$ cat src/design/pmt_consts.svh
`ifndef PMT_CONSTS_SVH
`define PMT_CONSTS_SVH
// register map, one aligned word per register, instance stride 0x10
`define PMT_INST_STRIDE   8'h10
`define PMT_OFF_CONTROL   8'h00
`define PMT_OFF_COUNT     8'h04
`define PMT_OFF_PERIOD    8'h08
`define PMT_OFF_IRQ_FLAG  8'h30
`define PMT_OFF_IRQ_EN    8'h34
// control fields
`define PMT_CTL_POST_HI   6
`define PMT_CTL_POST_LO   3
`define PMT_CTL_EN_BIT    2
`define PMT_CTL_PRE_HI    1
`define PMT_CTL_PRE_LO    0
// reset values
`define PMT_RST_CONTROL   8'h00
`define PMT_RST_COUNT     8'h00
`define PMT_RST_PERIOD    8'hff
// instruction clock is one quarter of the oscillator
`define PMT_ICLK_DIV      4
// prescaler terminal counts (divide minus one)
`define PMT_PRE_TC_1      6'h00
`define PMT_PRE_TC_4      6'h03
`define PMT_PRE_TC_16     6'h0f
`define PMT_PRE_TC_64     6'h3f
`endif

$ cat src/design/pmt_pkg.sv
package pmt_pkg;
  typedef struct packed {
    logic [3:0] postscale_select;
    logic       timer_enable_bit;
    logic [1:0] prescale_select;
  } pmt_ctl_t;

  typedef struct packed {
    logic [7:0] addr;
    logic [7:0] data;
    logic       wr_ctl;
    logic       wr_cnt;
    logic       wr_per;
  } pmt_wr_t;
endpackage

$ cat src/design/pmt_timer.sv
`timescale 1ns/100ps
`include "pmt_consts.svh"

module pmt_timer #(
  parameter int NUM_TIMERS = 3
) (
  input  wire logic                  SYS_CLK,       // oscillator clock
  input  wire logic                  RST_B,         // any device reset
  input  wire logic                  SLEEP,         // processor asleep
  input  wire logic [7:0]            AWADDR,        // write address
  input  wire logic                  AWVALID,       // write address valid
  output logic                       AWREADY,       // write address ready
  input  wire logic [31:0]           WDATA,         // write data
  input  wire logic [3:0]            WSTRB,         // write strobes
  input  wire logic                  WVALID,        // write data valid
  output logic                       WREADY,        // write data ready
  output logic [1:0]                 BRESP,         // write response
  output logic                       BVALID,        // write response valid
  input  wire logic                  BREADY,        // response ready
  input  wire logic [7:0]            ARADDR,        // read address
  input  wire logic                  ARVALID,       // read address valid
  output logic                       ARREADY,       // read address ready
  output logic [31:0]                RDATA,         // read data
  output logic [1:0]                 RRESP,         // read response
  output logic                       RVALID,        // read data valid
  input  wire logic                  RREADY,        // read data ready
  output logic [NUM_TIMERS-1:0]      MATCH,         // unscaled match pulses
  output logic                       SHIFT_CLK,     // serial shift clock
  output logic                       IRQ            // level interrupt
);

  ////////////////////////////////////////////////////////////////////////////
  // instruction clock enable

  logic [1:0] iclk_cnt_r;
  logic       iclk_en;

  always_ff @(posedge SYS_CLK or negedge RST_B) begin
    if (!RST_B) begin
      iclk_cnt_r <= 2'h0;
    end else begin
      iclk_cnt_r <= iclk_cnt_r + 2'h1;
    end
  end

  assign iclk_en = (iclk_cnt_r == 2'(`PMT_ICLK_DIV - 1)) && !SLEEP;

  ////////////////////////////////////////////////////////////////////////////
  // axi4-lite write channel: address and data taken in either order

  logic        aw_held_r;
  logic        w_held_r;
  logic [7:0]  awaddr_r;
  logic [31:0] wdata_r;
  logic [3:0]  wstrb_r;
  logic        bvalid_r;
  logic [1:0]  bresp_r;
  logic        wr_go;
  logic        wr_ok;
  logic [7:0]  wr_addr;

  assign AWREADY = !aw_held_r && !bvalid_r;
  assign WREADY  = !w_held_r && !bvalid_r;
  assign BVALID  = bvalid_r;
  assign BRESP   = bresp_r;
  assign wr_go   = aw_held_r && w_held_r && !bvalid_r;
  assign wr_addr = awaddr_r;
  // byte lane 0 carries all register bits; other lanes are ignored
  assign wr_ok   = wr_go && wstrb_r[0];

  always_ff @(posedge SYS_CLK or negedge RST_B) begin
    if (!RST_B) begin
      aw_held_r <= 1'b0;
      w_held_r  <= 1'b0;
      awaddr_r  <= 8'h00;
      wdata_r   <= 32'h0000_0000;
      wstrb_r   <= 4'h0;
      bvalid_r  <= 1'b0;
      bresp_r   <= 2'h0;
    end else begin
      if (AWVALID && AWREADY) begin
        aw_held_r <= 1'b1;
        awaddr_r  <= AWADDR;
      end
      if (WVALID && WREADY) begin
        w_held_r <= 1'b1;
        wdata_r  <= WDATA;
        wstrb_r  <= WSTRB;
      end
      if (wr_go) begin
        aw_held_r <= 1'b0;
        w_held_r  <= 1'b0;
        bvalid_r  <= 1'b1;
        bresp_r   <= wr_mapped(wr_addr) ? 2'h0 : 2'h2;
      end else if (bvalid_r && BREADY) begin
        bvalid_r <= 1'b0;
      end
    end
  end

  function automatic logic wr_mapped(input logic [7:0] a);
    logic [7:0] off;
    off = a & 8'h0f;
    if (a == `PMT_OFF_IRQ_FLAG || a == `PMT_OFF_IRQ_EN) begin
      return 1'b1;
    end
    return (a < 8'(NUM_TIMERS * `PMT_INST_STRIDE)) &&
           (off == `PMT_OFF_CONTROL || off == `PMT_OFF_COUNT ||
            off == `PMT_OFF_PERIOD);
  endfunction

  ////////////////////////////////////////////////////////////////////////////
  // timer instances

  pmt_pkg::pmt_ctl_t  ctl_r   [NUM_TIMERS];
  logic [7:0]         cnt_r   [NUM_TIMERS];
  logic [7:0]         per_r   [NUM_TIMERS];
  logic [NUM_TIMERS-1:0] match;
  logic [NUM_TIMERS-1:0] post_hit;
  logic [NUM_TIMERS-1:0] irq_flag_r;
  logic [NUM_TIMERS-1:0] irq_en_r;
  logic [NUM_TIMERS-1:0] flag_rd_clr;

  for (genvar i = 0; i < NUM_TIMERS; i++) begin : g_tmr
    logic [5:0] pre_r;
    logic [5:0] pre_tc;
    logic [3:0] post_r;
    logic       tick;
    logic       sel;
    logic       clr_scalers;
    logic [7:0] base;

    assign base = 8'(i * `PMT_INST_STRIDE);
    assign sel  = wr_ok && ((wr_addr & 8'hf0) == base);
    assign clr_scalers = sel && (wr_addr[3:0] == `PMT_OFF_COUNT ||
                                 wr_addr[3:0] == `PMT_OFF_CONTROL);

    always_comb begin
      unique case (ctl_r[i].prescale_select)
        2'h0: pre_tc = `PMT_PRE_TC_1;
        2'h1: pre_tc = `PMT_PRE_TC_4;
        2'h2: pre_tc = `PMT_PRE_TC_16;
        2'h3: pre_tc = `PMT_PRE_TC_64;
      endcase
    end

    assign tick = iclk_en && ctl_r[i].timer_enable_bit &&
                  (pre_r == pre_tc);
    assign match[i] = (cnt_r[i] == per_r[i]);
    assign post_hit[i] = tick && match[i] &&
                         (post_r == ctl_r[i].postscale_select);

    // prescaler advances on instruction clock while enabled
    always_ff @(posedge SYS_CLK or negedge RST_B) begin
      if (!RST_B) begin
        pre_r <= 6'h00;
      end else if (clr_scalers) begin
        pre_r <= 6'h00;
      end else if (iclk_en && ctl_r[i].timer_enable_bit) begin
        pre_r <= (pre_r >= pre_tc) ? 6'h00 : pre_r + 6'h01;
      end
    end

    // match is acted on at the timer tick, so the count clears next tick
    always_ff @(posedge SYS_CLK or negedge RST_B) begin
      if (!RST_B) begin
        post_r <= 4'h0;
      end else if (clr_scalers) begin
        post_r <= 4'h0;
      end else if (tick && match[i]) begin
        post_r <= post_hit[i] ? 4'h0 : post_r + 4'h1;
      end
    end

    always_ff @(posedge SYS_CLK or negedge RST_B) begin
      if (!RST_B) begin
        ctl_r[i] <= pmt_pkg::pmt_ctl_t'(7'(`PMT_RST_CONTROL));
      end else if (sel && wr_addr[3:0] == `PMT_OFF_CONTROL) begin
        ctl_r[i] <= pmt_pkg::pmt_ctl_t'(wdata_r[6:0]);
      end
    end

    // software write wins over counting in the same cycle
    always_ff @(posedge SYS_CLK or negedge RST_B) begin
      if (!RST_B) begin
        cnt_r[i] <= `PMT_RST_COUNT;
      end else if (sel && wr_addr[3:0] == `PMT_OFF_COUNT) begin
        cnt_r[i] <= wdata_r[7:0];
      end else if (tick) begin
        cnt_r[i] <= match[i] ? 8'h00 : cnt_r[i] + 8'h01;
      end
    end

    always_ff @(posedge SYS_CLK or negedge RST_B) begin
      if (!RST_B) begin
        per_r[i] <= `PMT_RST_PERIOD;
      end else if (sel && wr_addr[3:0] == `PMT_OFF_PERIOD) begin
        per_r[i] <= wdata_r[7:0];
      end
    end

    // set beats the clear-on-read in the same cycle
    always_ff @(posedge SYS_CLK or negedge RST_B) begin
      if (!RST_B) begin
        irq_flag_r[i] <= 1'b0;
      end else if (post_hit[i]) begin
        irq_flag_r[i] <= 1'b1;
      end else if (flag_rd_clr[i]) begin
        irq_flag_r[i] <= 1'b0;
      end
    end

    always_ff @(posedge SYS_CLK or negedge RST_B) begin
      if (!RST_B) begin
        MATCH[i] <= 1'b0;
      end else begin
        MATCH[i] <= tick && match[i];
      end
    end

  end

  assign IRQ       = |(irq_flag_r & irq_en_r);
  assign SHIFT_CLK = MATCH[0];

  always_ff @(posedge SYS_CLK or negedge RST_B) begin
    if (!RST_B) begin
      irq_en_r <= '0;
    end else if (wr_ok && wr_addr == `PMT_OFF_IRQ_EN) begin
      irq_en_r <= wdata_r[NUM_TIMERS-1:0];
    end
  end

  ////////////////////////////////////////////////////////////////////////////
  // axi4-lite read channel, one cycle after address

  logic        rvalid_r;
  logic [31:0] rdata_r;
  logic [1:0]  rresp_r;
  logic [31:0] rd_val;
  logic        rd_hit;
  logic        rd_go;
  int          rd_idx;

  assign ARREADY = !rvalid_r;
  assign RVALID  = rvalid_r;
  assign RDATA   = rdata_r;
  assign RRESP   = rresp_r;
  assign rd_go   = ARVALID && ARREADY;
  assign flag_rd_clr = (rd_go && ARADDR == `PMT_OFF_IRQ_FLAG) ?
                       {NUM_TIMERS{1'b1}} : '0;

  always_comb begin
    rd_val = 32'h0000_0000;
    rd_hit = wr_mapped(ARADDR);
    rd_idx = int'(ARADDR[7:4]);
    if (ARADDR == `PMT_OFF_IRQ_FLAG) begin
      rd_val = 32'(irq_flag_r);
    end else if (ARADDR == `PMT_OFF_IRQ_EN) begin
      rd_val = 32'(irq_en_r);
    end else if (rd_hit && rd_idx < NUM_TIMERS) begin
      unique case (ARADDR[3:0])
        `PMT_OFF_CONTROL: rd_val = 32'(ctl_r[rd_idx]);   // bit 7 reads zero
        `PMT_OFF_COUNT:   rd_val = 32'(cnt_r[rd_idx]);
        default:          rd_val = 32'(per_r[rd_idx]);
      endcase
    end
  end

  always_ff @(posedge SYS_CLK or negedge RST_B) begin
    if (!RST_B) begin
      rvalid_r <= 1'b0;
      rdata_r  <= 32'h0000_0000;
      rresp_r  <= 2'h0;
    end else if (rd_go) begin
      rvalid_r <= 1'b1;
      rdata_r  <= rd_val;
      rresp_r  <= rd_hit ? 2'h0 : 2'h2;
    end else if (rvalid_r && RREADY) begin
      rvalid_r <= 1'b0;
    end
  end

endmodule

$ cat config.mk
export PLATFORM = sky130hd
export DESIGN_NAME = pmt_timer
export DESIGN_NICKNAME = d
export VERILOG_FILES = /design/src/design/pmt_pkg.sv /design/src/design/pmt_timer.sv
export VERILOG_INCLUDE_DIRS = /design/src /design/src/design
export SDC_FILE = /design/constraint.sdc
export NUM_CORES = 1
export LEC_CHECK = 0
export BUFFER_PORTS_ARGS = -buffer_cell sky130_fd_sc_hd__buf_2
export CAP_MARGIN = 30
export CORE_MARGIN = 4
export CORE_UTILIZATION = 35
export DETAILED_ROUTE_END_ITERATION = 8
export GPL_ROUTABILITY_DRIVEN = 0
export SLEW_MARGIN = 10
export SYNTH_ARGS = -nofsm -noshare
export SYNTH_HDL_FRONTEND = slang
export SYNTH_SLANG_ARGS = --single-unit
$ cat constraint.sdc
create_clock -name SYS_CLK -period 2.5 [get_ports SYS_CLK]
set_clock_uncertainty 0.05 [all_clocks]
set_input_delay 0.125 -clock SYS_CLK [delete_from_list [all_inputs] [get_ports SYS_CLK]]
set_output_delay 0.125 -clock SYS_CLK [all_outputs]
set_load 0.01 [all_outputs]
# Word-level counts from Yosys, hierarchy flattened

Cells that the tools add are included.
W data, S select, Z words.

Output and inout port bits: 46
Logic and storage cells: 235
Register bits after elaboration: 167

Bitwise operators: 2
Reductions and logical operators: 80
Order comparisons: 7
Equality and inequality tests: 29
Multiplexer cells: 68
$add $sub $neg: 10

Operators with widths:

| kind                  | number |
|---|---|
| $mux W8               | 16 |
| $pmux W6 S4           | 3 |
| $mux W6               | 9 |
| $logic_and A1 B1 Y1   | 43 |
| $mux W4               | 9 |
| $bmux W8 S2           | 2 |
| $eq A8 B6 Y1 const B  | 4 |
| $ge A32 B3 Y1 const B | 1 |
| $not A4 Y32           | 1 |
| $reduce_bool A2 Y1    | 16 |
| $add A8 B1 Y8 const B | 3 |
| $eq A8 B8 Y1          | 3 |
| $logic_not A8 Y1      | 3 |
| $mux W1               | 22 |
| $add A6 B1 Y6 const B | 3 |
| $eq A6 B6 Y1          | 3 |
| $ge A6 B6 Y1          | 3 |
| $lt A8 B6 Y1 const B  | 2 |
| $pmux W8 S2           | 1 |
| $bmux W7 S2           | 1 |
| $eq A2 B2 Y1 const B  | 7 |
| $mux W7               | 2 |
| $add A4 B1 Y4 const B | 3 |
| $eq A4 B4 Y1          | 3 |
| 15 further kinds      | 33 |

# Longest topological paths before layout

Gate-level depths: netlist of the first run.

Depth after elaboration: 9
Gate-level depth with buffers: 9

# Least setup slack after synthesis of the first run

Ideal clock, no wire load.

Kind: reg-to-reg
Start point: register ctl_r[1] in the netlist's numbering
End point: register cnt_r[6] in the netlist's numbering
Buffers on the path: 1
Clock period less this slack: 2.352 ns
Stages on the path, launching flop included: 8
Arrival time: 2.220 ns
Library setup time: 0.082 ns
Setup slack: 0.148 ns
Path through: dfrtp_1 -> or2_2 -> ha_1 -> nand4_1 -> or3_1 -> clkbuf_1 -> or4_1 -> a31oi_1

Longest elaborated chain between the ends: 5

RTL lines:

| item                                 | line             | text |
|---|---|---|
| start, declared                      | pmt_timer.sv:115 | `pmt_pkg::pmt_ctl_t ctl_r [NUM_TIMERS];` |
| start signal, assigned by index      | pmt_timer.sv:177 | `` ctl_r[i] <= pmt_pkg::pmt_ctl_t'(7'(`PMT_RST_CONTROL)); `` |
| start signal, assigned by index      | pmt_timer.sv:179 | `ctl_r[i] <= pmt_pkg::pmt_ctl_t'(wdata_r[6:0]);` |
| $eq A2 B2 Y1 (tied with other cells) | pmt_timer.sv:139 | `unique case (ctl_r[i].prescale_select)` |
| $pmux W6 S4 *                        | pmt_timer.sv:139 |  |
| $eq A6 B6 Y1 *                       | pmt_timer.sv:148 | `(pre_r == pre_tc);` |
| $logic_and A1 B1 Y1 *                | pmt_timer.sv:147 | `assign tick = iclk_en && ctl_r[i].timer_enable_bit &&` |
| $reduce_bool A2 Y1 (no line) *       | n/a              |  |
| end signal, assigned by index        | pmt_timer.sv:186 | `` cnt_r[i] <= `PMT_RST_COUNT; `` |
| end signal, assigned by index        | pmt_timer.sv:188 | `cnt_r[i] <= wdata_r[7:0];` |
| end signal, assigned by index        | pmt_timer.sv:190 | `cnt_r[i] <= match[i] ? 8'h00 : cnt_r[i] + 8'h01;` |
| end, declared                        | pmt_timer.sv:116 | `logic [7:0] cnt_r [NUM_TIMERS];` |

Mark *: on every way between the ends. The rest lies on a longest branch, timed or not.
A chain may end at the register's enable or synchronous reset.

# Worst setup path after layout of the first run

Start point: register ctl_r[15] in the netlist's numbering
End point: register g_tmr[0].pre_r[4]

Longest elaborated chain between the ends: 6

RTL lines:

| item                                 | line             | text |
|---|---|---|
| $eq A2 B2 Y1 (tied with other cells) | pmt_timer.sv:139 |  |
| $pmux W6 S4 *                        | pmt_timer.sv:139 |  |
| $ge A6 B6 Y1 *                       | pmt_timer.sv:160 | `pre_r <= (pre_r >= pre_tc) ? 6'h00 : pre_r + 6'h01;` |
| $mux W6 *                            | pmt_timer.sv:160 |  |
| $mux W6 *                            | pmt_timer.sv:159 | `end else if (iclk_en && ctl_r[i].timer_enable_bit) begin` |
| $mux W6 *                            | pmt_timer.sv:157 | `end else if (clr_scalers) begin` |
| end signal, assigned                 | pmt_timer.sv:160 |  |
| end, declared                        | pmt_timer.sv:125 | `logic [5:0] pre_r;` |

Mark *: on every way between the ends. The rest lies on a longest branch, timed or not. The select of a mux whose other input is x is not followed.

==> metrics.txt, run 1 <==
sequential area share after synthesis 42.8%; via count 6797; worst min-delay path category primary input to register; final instance count without filler cells 1269; Total Power 0.00813 W; Post-Route WL 22100 µm; crit start category register; Worst EP required 2.78 ns; Post-Synthesis Cells 832; clk sinks 141; DR pass1 iterations 5; Initial Utilization 35.5%; Setup-failing EPs final 0; top_reg_cell synth dfrtp_1; Reg2Reg Capture Point g_tmr[0].pre_r[4]; synth warn 0; slowest CP cell dfrtp_1; CTS tree done; Async SR Flop Fraction 100%; fin. max-slew vios 0; GR Util All Layers 17.3%; Cell Area, Synth 8320 µm²; Worst EP arrival 2.64 ns; postcts setup bufs 0; hold depth 4; row cnt 56; first-pass GRT wire length 36100 µm; outcome finished, final reports clean; crit path time final 2.36 ns; reg-to-reg slack, setup 0.14 ns; max frequency 423 MHz; delay-heaviest family, CP compound AO/OA/AOI/OAI gates; Clock Pin Slew Worst Setup and Hold Paths 0.06 ns; RSZ-0062 raised after global routing no; most frequent cells in the layout dfrtp_1, mux2_2, nor2_1; Final Hold Viols 0; FF+latch count, synth 141; die area 26300 µm²; commonest non-fill, non-tap cell in the layout dfrtp_1; FILL cells 2267; number of global-route vias before repair 6599; Post-layout nets 1025; area of the multi-input gates 4450 µm²; WP buf/inv 1; Vias/cell 5.36; height of the die 162 µm; largest net degree at the start of global routing 74; critical path class register to register; WHS 0.0880 ns; IO Pins 106; Sequential Area 3560 µm²; EDFF count, synth 0; initial antenna violation count 0; Worst-Margin Slew 0.722 ns; Peak VDD IR 0.496 mV; final antenna-violating net count 0; Root Buffer clkbuf_16; placed cells 1213; share of layout cells above drive strength 1 27.1%; clock tree buffer depth 2; R2R depth 8; syn_area_per_cell 10.0 µm²; core area 23400 µm²; CP endpoint kind register; Critical R2R Launch ctl_r[15]; Hold EP RVALID; Inserted Clock Buffers 17; slew margin rel. 51.8%; H-Tree Level Count 4; Cell variety after synth 62; delay of the slowest critical-path stage 0.41 ns; DP Wirelength 15900 µm; Power Density 810 nW/µm²; Max FO, Critical Path 5; wire per inst 17.4 µm; DR iter-0 viols 432; clk_lat worst skew 0.43 ns; cells along the critical path or2_2, ha_1, nand2b_1, a21o_1, a211oi_1, buf_4, a41oi_1, a311oi_1; Syn-to-layout area delta 20.7%; die width 162 µm; Final Cycle Share 94.6%; Remaining DRCs 0; Congestion Overflow GR 0; P_leak 4.33 nW; Min-Delay Startpoint ARVALID; Inserted Diodes 0; TNS Setup 0 ns; maximum capacitance violations 0; Port Buf Inserts 52
[cell type report]
class / count / share of cell area [%]
multi-input combinational: 636 / 44.4
sequential: 141 / 35.4
timing repair buffer: 123 / 8.93
clock buffer: 22 / 5.16
tap: 319 / 3.98
clock inverter: 10 / 1.46
inverter: 18 / 0.673
[synth_stat cells (12+ instances only)]
cell	count	share of area (%)
nand2_1	58	2.6
mux2_2	80	11
xor2_1	28	2.9
nand4_1	12	0.90
buf_4	27	2.4
inv_1	18	0.81
a21oi_1	45	2.7
nand3_1	43	2.6
o21ai_0	53	3.2
a221oi_1	12	1.3
clkbuf_1	24	1.1
ha_1	28	4.2
dfrtp_1	117	35
a31oi_1	28	2.1
nor2_1	59	2.7
nor3_1	13	0.78
dfstp_2	24	7.6
nand4b_1	12	1.3
[power breakdown]
part           leakage (nW)  total [W]  switching, W  internal (W)
Clock                 0.323    0.00281       0.00103       0.00179
Combinational          2.34    0.00194      0.000994      0.000941
Sequential             1.67    0.00338      0.000703       0.00268
[sequential cells by signal, indices dropped and copies added (netlist names)]
name	flops
MATCH	2
irq_flag_r	3
RDATA	8
BVALID	1
wdata_r	8
iclk_cnt_r	2
irq_en_r	3
RRESP	1
RVALID	1
g_tmr.post_r	12
aw_held_r	1
wstrb_r	1
SHIFT_CLK	1
awaddr_r	8
BRESP	1
cnt_r	24
w_held_r	1
per_r	24
ctl_r	21
g_tmr.pre_r	18
[metal layers]
layer / routed length, µm / GRT usage (%) / up-vias
met4: 220 / 4.15 / 0
met1: 10600 / 24.9 / 3377
met2: 10400 / 27.2 / 156
met5: 0 / 0 / -
li1: - / - / 3250
met3: 888 / 3.20 / 14
[repair_timing]
action,4_1_cts,5_1_grt
resized for setup,0,2
endpoints found under the hold margin,73,0
endpoints found under the setup margin,0,7
hold buffers,24,0
[worst register-to-register path, delay by kind of cell, from the launching register on]
kind / cells / cell delay [ns]
compound gates: 4 / 0.86
simple gates: 2 / 0.48
flops: 1 / 0.41
fa+ha+maj: 1 / 0.30
buf+inv: 1 / 0.19
[logic make-up (layout without fill, tap and decap cells)]
group	after synthesis	count (layout)	share of synthesized area, %
flip-flops	141	141	42.8
AO/OA/AOI/OAI	185	185	13.8
multiplexers	89	89	12.5
AND/OR/NAND/NOR	272	272	18.0
buffers and inverters	80	173	4.92
adder cells (fa/ha/maj)	28	28	4.21
other	1	26	0.0451
XOR/XNOR	36	36	3.79
[metrics by stage]
step | worst slack, ns | instance area, µm² | util [%]
2_1_floorplan | 0.148 | 8410 | -
4_1_cts | 0.0451 | 10000 | 42.9
5_1_grt | 0.0165 | 10000 | 42.9
6_report | 0.136 | 10000 | 42.9
3_3_place_gp | 0.0642 | 9130 | 39.0
3_5_place_dp | 0.0649 | 9130 | 39.0
[how the worst max path moves through the flow]
stage              start                 end  slack, ns  cells after the start
2_1_floorplan   ctl_r[1]            cnt_r[6]       0.15                      7
3_3_place_gp    ctl_r[1]            cnt_r[6]       0.06                      6
3_5_place_dp    ctl_r[1]            cnt_r[6]       0.06                      6
4_1_cts         ctl_r[1]            cnt_r[6]       0.05                      6
5_1_grt         ctl_r[8]  g_tmr[1].post_r[2]       0.02                      7
6_report       ctl_r[15]   g_tmr[0].pre_r[4]       0.14                      8
Note: power is estimated with default switching activity, not from simulation.
==> run 2, diff against run 1 <==
Settings changed: SETUP_SLACK_MARGIN from default to 0.2.
==> run 2 against run 1 <==
Compared with the run above:
- fmax grew 3.6%
- global-route usage is essentially flat
- hold slack lost 0.0015 ns
- via count increased by 0.90%
- flip-flop and latch count is the same
- power fell by 3.6%
- non-clock buffer count rose by 9
- clock-buffer cell count shrank 2
- critical path type unchanged
- critical endpoint is now per_r[1]
- largest cell class unchanged
- highest routed layer unchanged
==> metrics.txt, run 2 (synthesized netlist as in run 1, its figures left out) <==
most frequent cells in the layout dfrtp_1, mux2_2, nor2_1 (unchanged); logic gate share of total power 26.2% (was 23.8%); core area 23400 µm² (unchanged); Vias/cell 5.36 (about the same); Final Hold Viols 0 (unchanged); Inserted Diodes 0 (unchanged); share of layout cells above drive strength 1 29.7% (was 27.1%); maximum capacitance violations 0 (unchanged); slew margin rel. 50.7% (was 51.8%); Clock Power Share 30.3% (was 34.6%); row cnt 56 (unchanged); CP dominant cell by count or4_4; die width 162 µm (unchanged); Syn-to-layout area delta 21.8% (was 20.7%); outcome finished, final reports clean (unchanged); max frequency 438 MHz (was 423 MHz); largest net degree at the start of global routing 64 (was 74); clk_lat worst skew 0.43 ns (about the same); worst min-delay path category primary input to register (unchanged); Port Buf Inserts 52 (unchanged); Final Cycle Share 91.3% (was 94.6%); Worst EP arrival 2.59 ns (was 2.64 ns); slowest CP cell or4_4 (was dfrtp_1); commonest non-fill, non-tap cell in the layout dfrtp_1 (unchanged); first-pass GRT wire length 36400 µm (was 36100 µm); die area 26300 µm² (unchanged); crit path time final 2.28 ns (was 2.36 ns); fin. max-slew vios 0 (unchanged); final core occ 43.3% (was 42.9%); height of the die 162 µm (unchanged); Inserted Clock Buffers 17 (unchanged); crit start category register (unchanged); IO Pins 106 (unchanged); Switching Fraction 35.9% (was 33.5%); Max FO, Critical Path 8 (was 5); Int Pwr 0.00502 W (was 0.00541 W); Total Power 0.00784 W (was 0.00813 W); Setup-failing EPs final 0 (unchanged); CTS tree done (unchanged); Initial Utilization 35.5% (unchanged); via count 6858 (was 6797); RSZ-0062 raised after global routing yes (was no); TNS Setup 0 ns (unchanged); clock tree buffer depth 2 (unchanged); DP Wirelength 16100 µm (was 15900 µm); Congestion Overflow GR 0 (unchanged); Post-Route WL 22900 µm (was 22100 µm); final antenna-violating net count 0 (unchanged); Peak VDD IR 0.554 mV (was 0.496 mV); GR Util All Layers 17.3% (about the same); Worst-Margin Slew 0.739 ns (was 0.722 ns); wire per inst 17.9 µm (was 17.4 µm); Post-layout nets 1035 (was 1025); Clock Pin Slew Worst Setup and Hold Paths 0.06 ns (about the same); P_leak 4.34 nW (was 4.33 nW); DR iter-0 viols 368 (was 432); delay of the slowest critical-path stage 0.56 ns (was 0.41 ns); H-Tree Level Count 4 (unchanged); FILL cells 2256 (was 2267); number of global-route vias before repair 6671 (was 6599); Worst EP required 2.80 ns (was 2.78 ns); Remaining DRCs 0 (unchanged); Power Density 774 nW/µm² (was 810 nW/µm²); critical path class register to register (unchanged); part of the power in registers 43.5% (was 41.6%); initial antenna violation count 0 (unchanged); Root Buffer clkbuf_16 (unchanged); DR pass1 iterations 5 (unchanged); Largest regs cnt_r: 24 flops, per_r: 24 flops, ctl_r: 21 flops (unchanged); P_sw 0.00282 W (was 0.00273 W); clk sinks 141 (unchanged); CP endpoint kind register (unchanged); cells along the critical path or4_4, or4_4, and2b_4, mux2_2 (was or2_2, ha_1, nand2b_1, a21o_1, a211oi_1, buf_4, a41oi_1, a311oi_1)
run 2: per-layer routing:
metal  share of wire, %  routed length [µm]  GRT usage (%)  up-vias
met5                  0                   0              0        -
met4                1.2                 282           3.38        0
met2                 46               10600           27.4      197
li1                   -                   -              -     3270
met1                 47               10800           24.8     3373
met3                5.4                1240           3.68       18
run 2: repair_timing:
action                                  4_1_cts  5_1_grt
endpoints found under the setup margin       22       53
buffers inserted                              4        4
resized for setup                             9       26
hold buffers                                 24        0
endpoints found under the hold margin        77        0
pin swaps                                     3       13
cloned                                        0        1
run 2: worst paths after layout:
path | cells past startpoint | to | slack [ns] | start
max in group asynchronous | 3 | awaddr_r[3] | 1.49 | RST_B
min reg2reg | 1 | iclk_cnt_r[0] | 0.37 | iclk_cnt_r[0]
max | 4 | per_r[1] | 0.22 | awaddr_r[7]
min | 4 | RVALID | 0.09 | ARVALID
min in group asynchronous | 2 | g_tmr[1].pre_r[3] | 0.21 | RST_B
max reg2reg | 4 | per_r[1] | 0.22 | awaddr_r[7]
run 2: final cells by class:
cell class	count	area, µm²	area share [%]
clock buffers	20	457	4.51
clock inverters	12	85.1	0.840
inverters	18	67.6	0.667
multi-input cells	637	4600	45.4
flip-flops and latches	141	3560	35.1
well taps	319	399	3.94
repair buffers	132	963	9.51
run 2: through the flow:
| step | instance area (µm²) | hold slack [ns] | setup slack, ns | instances |
|---|---|---|---|---|
| after floorplan | 8410 | -0.221 | 0.213 | 857 |
| after global placement | 9120 | 0.113 | 0.0924 | 1214 |
| after detailed placement | 9120 | 0.119 | 0.0965 | 1214 |
| after CTS | 9970 | 0.0789 | 0.202 | 1274 |
| after global routing | 10100 | 0.134 | 0.130 | 1279 |
| final | 10100 | 0.0865 | 0.218 | 1279 |
run 2: power groups by stage:
stage	registers, W	clock network, W	logic [W]
CTS	0.00339	0.00241	0.00194
detailed placement	0.00343	0	0.00186
global route	0.00347	0.00251	0.00231
floorplan	0.00301	0	0.00156
global placement	0.00342	0	0.00182
finish	0.00341	0.00238	0.00205
run 2: worst max-delay path, delay by kind of cell, from the launching register on:
kind,cells,cell delay [ns]
simple gates,3,1.42
flops,1,0.38
mux,1,0.36
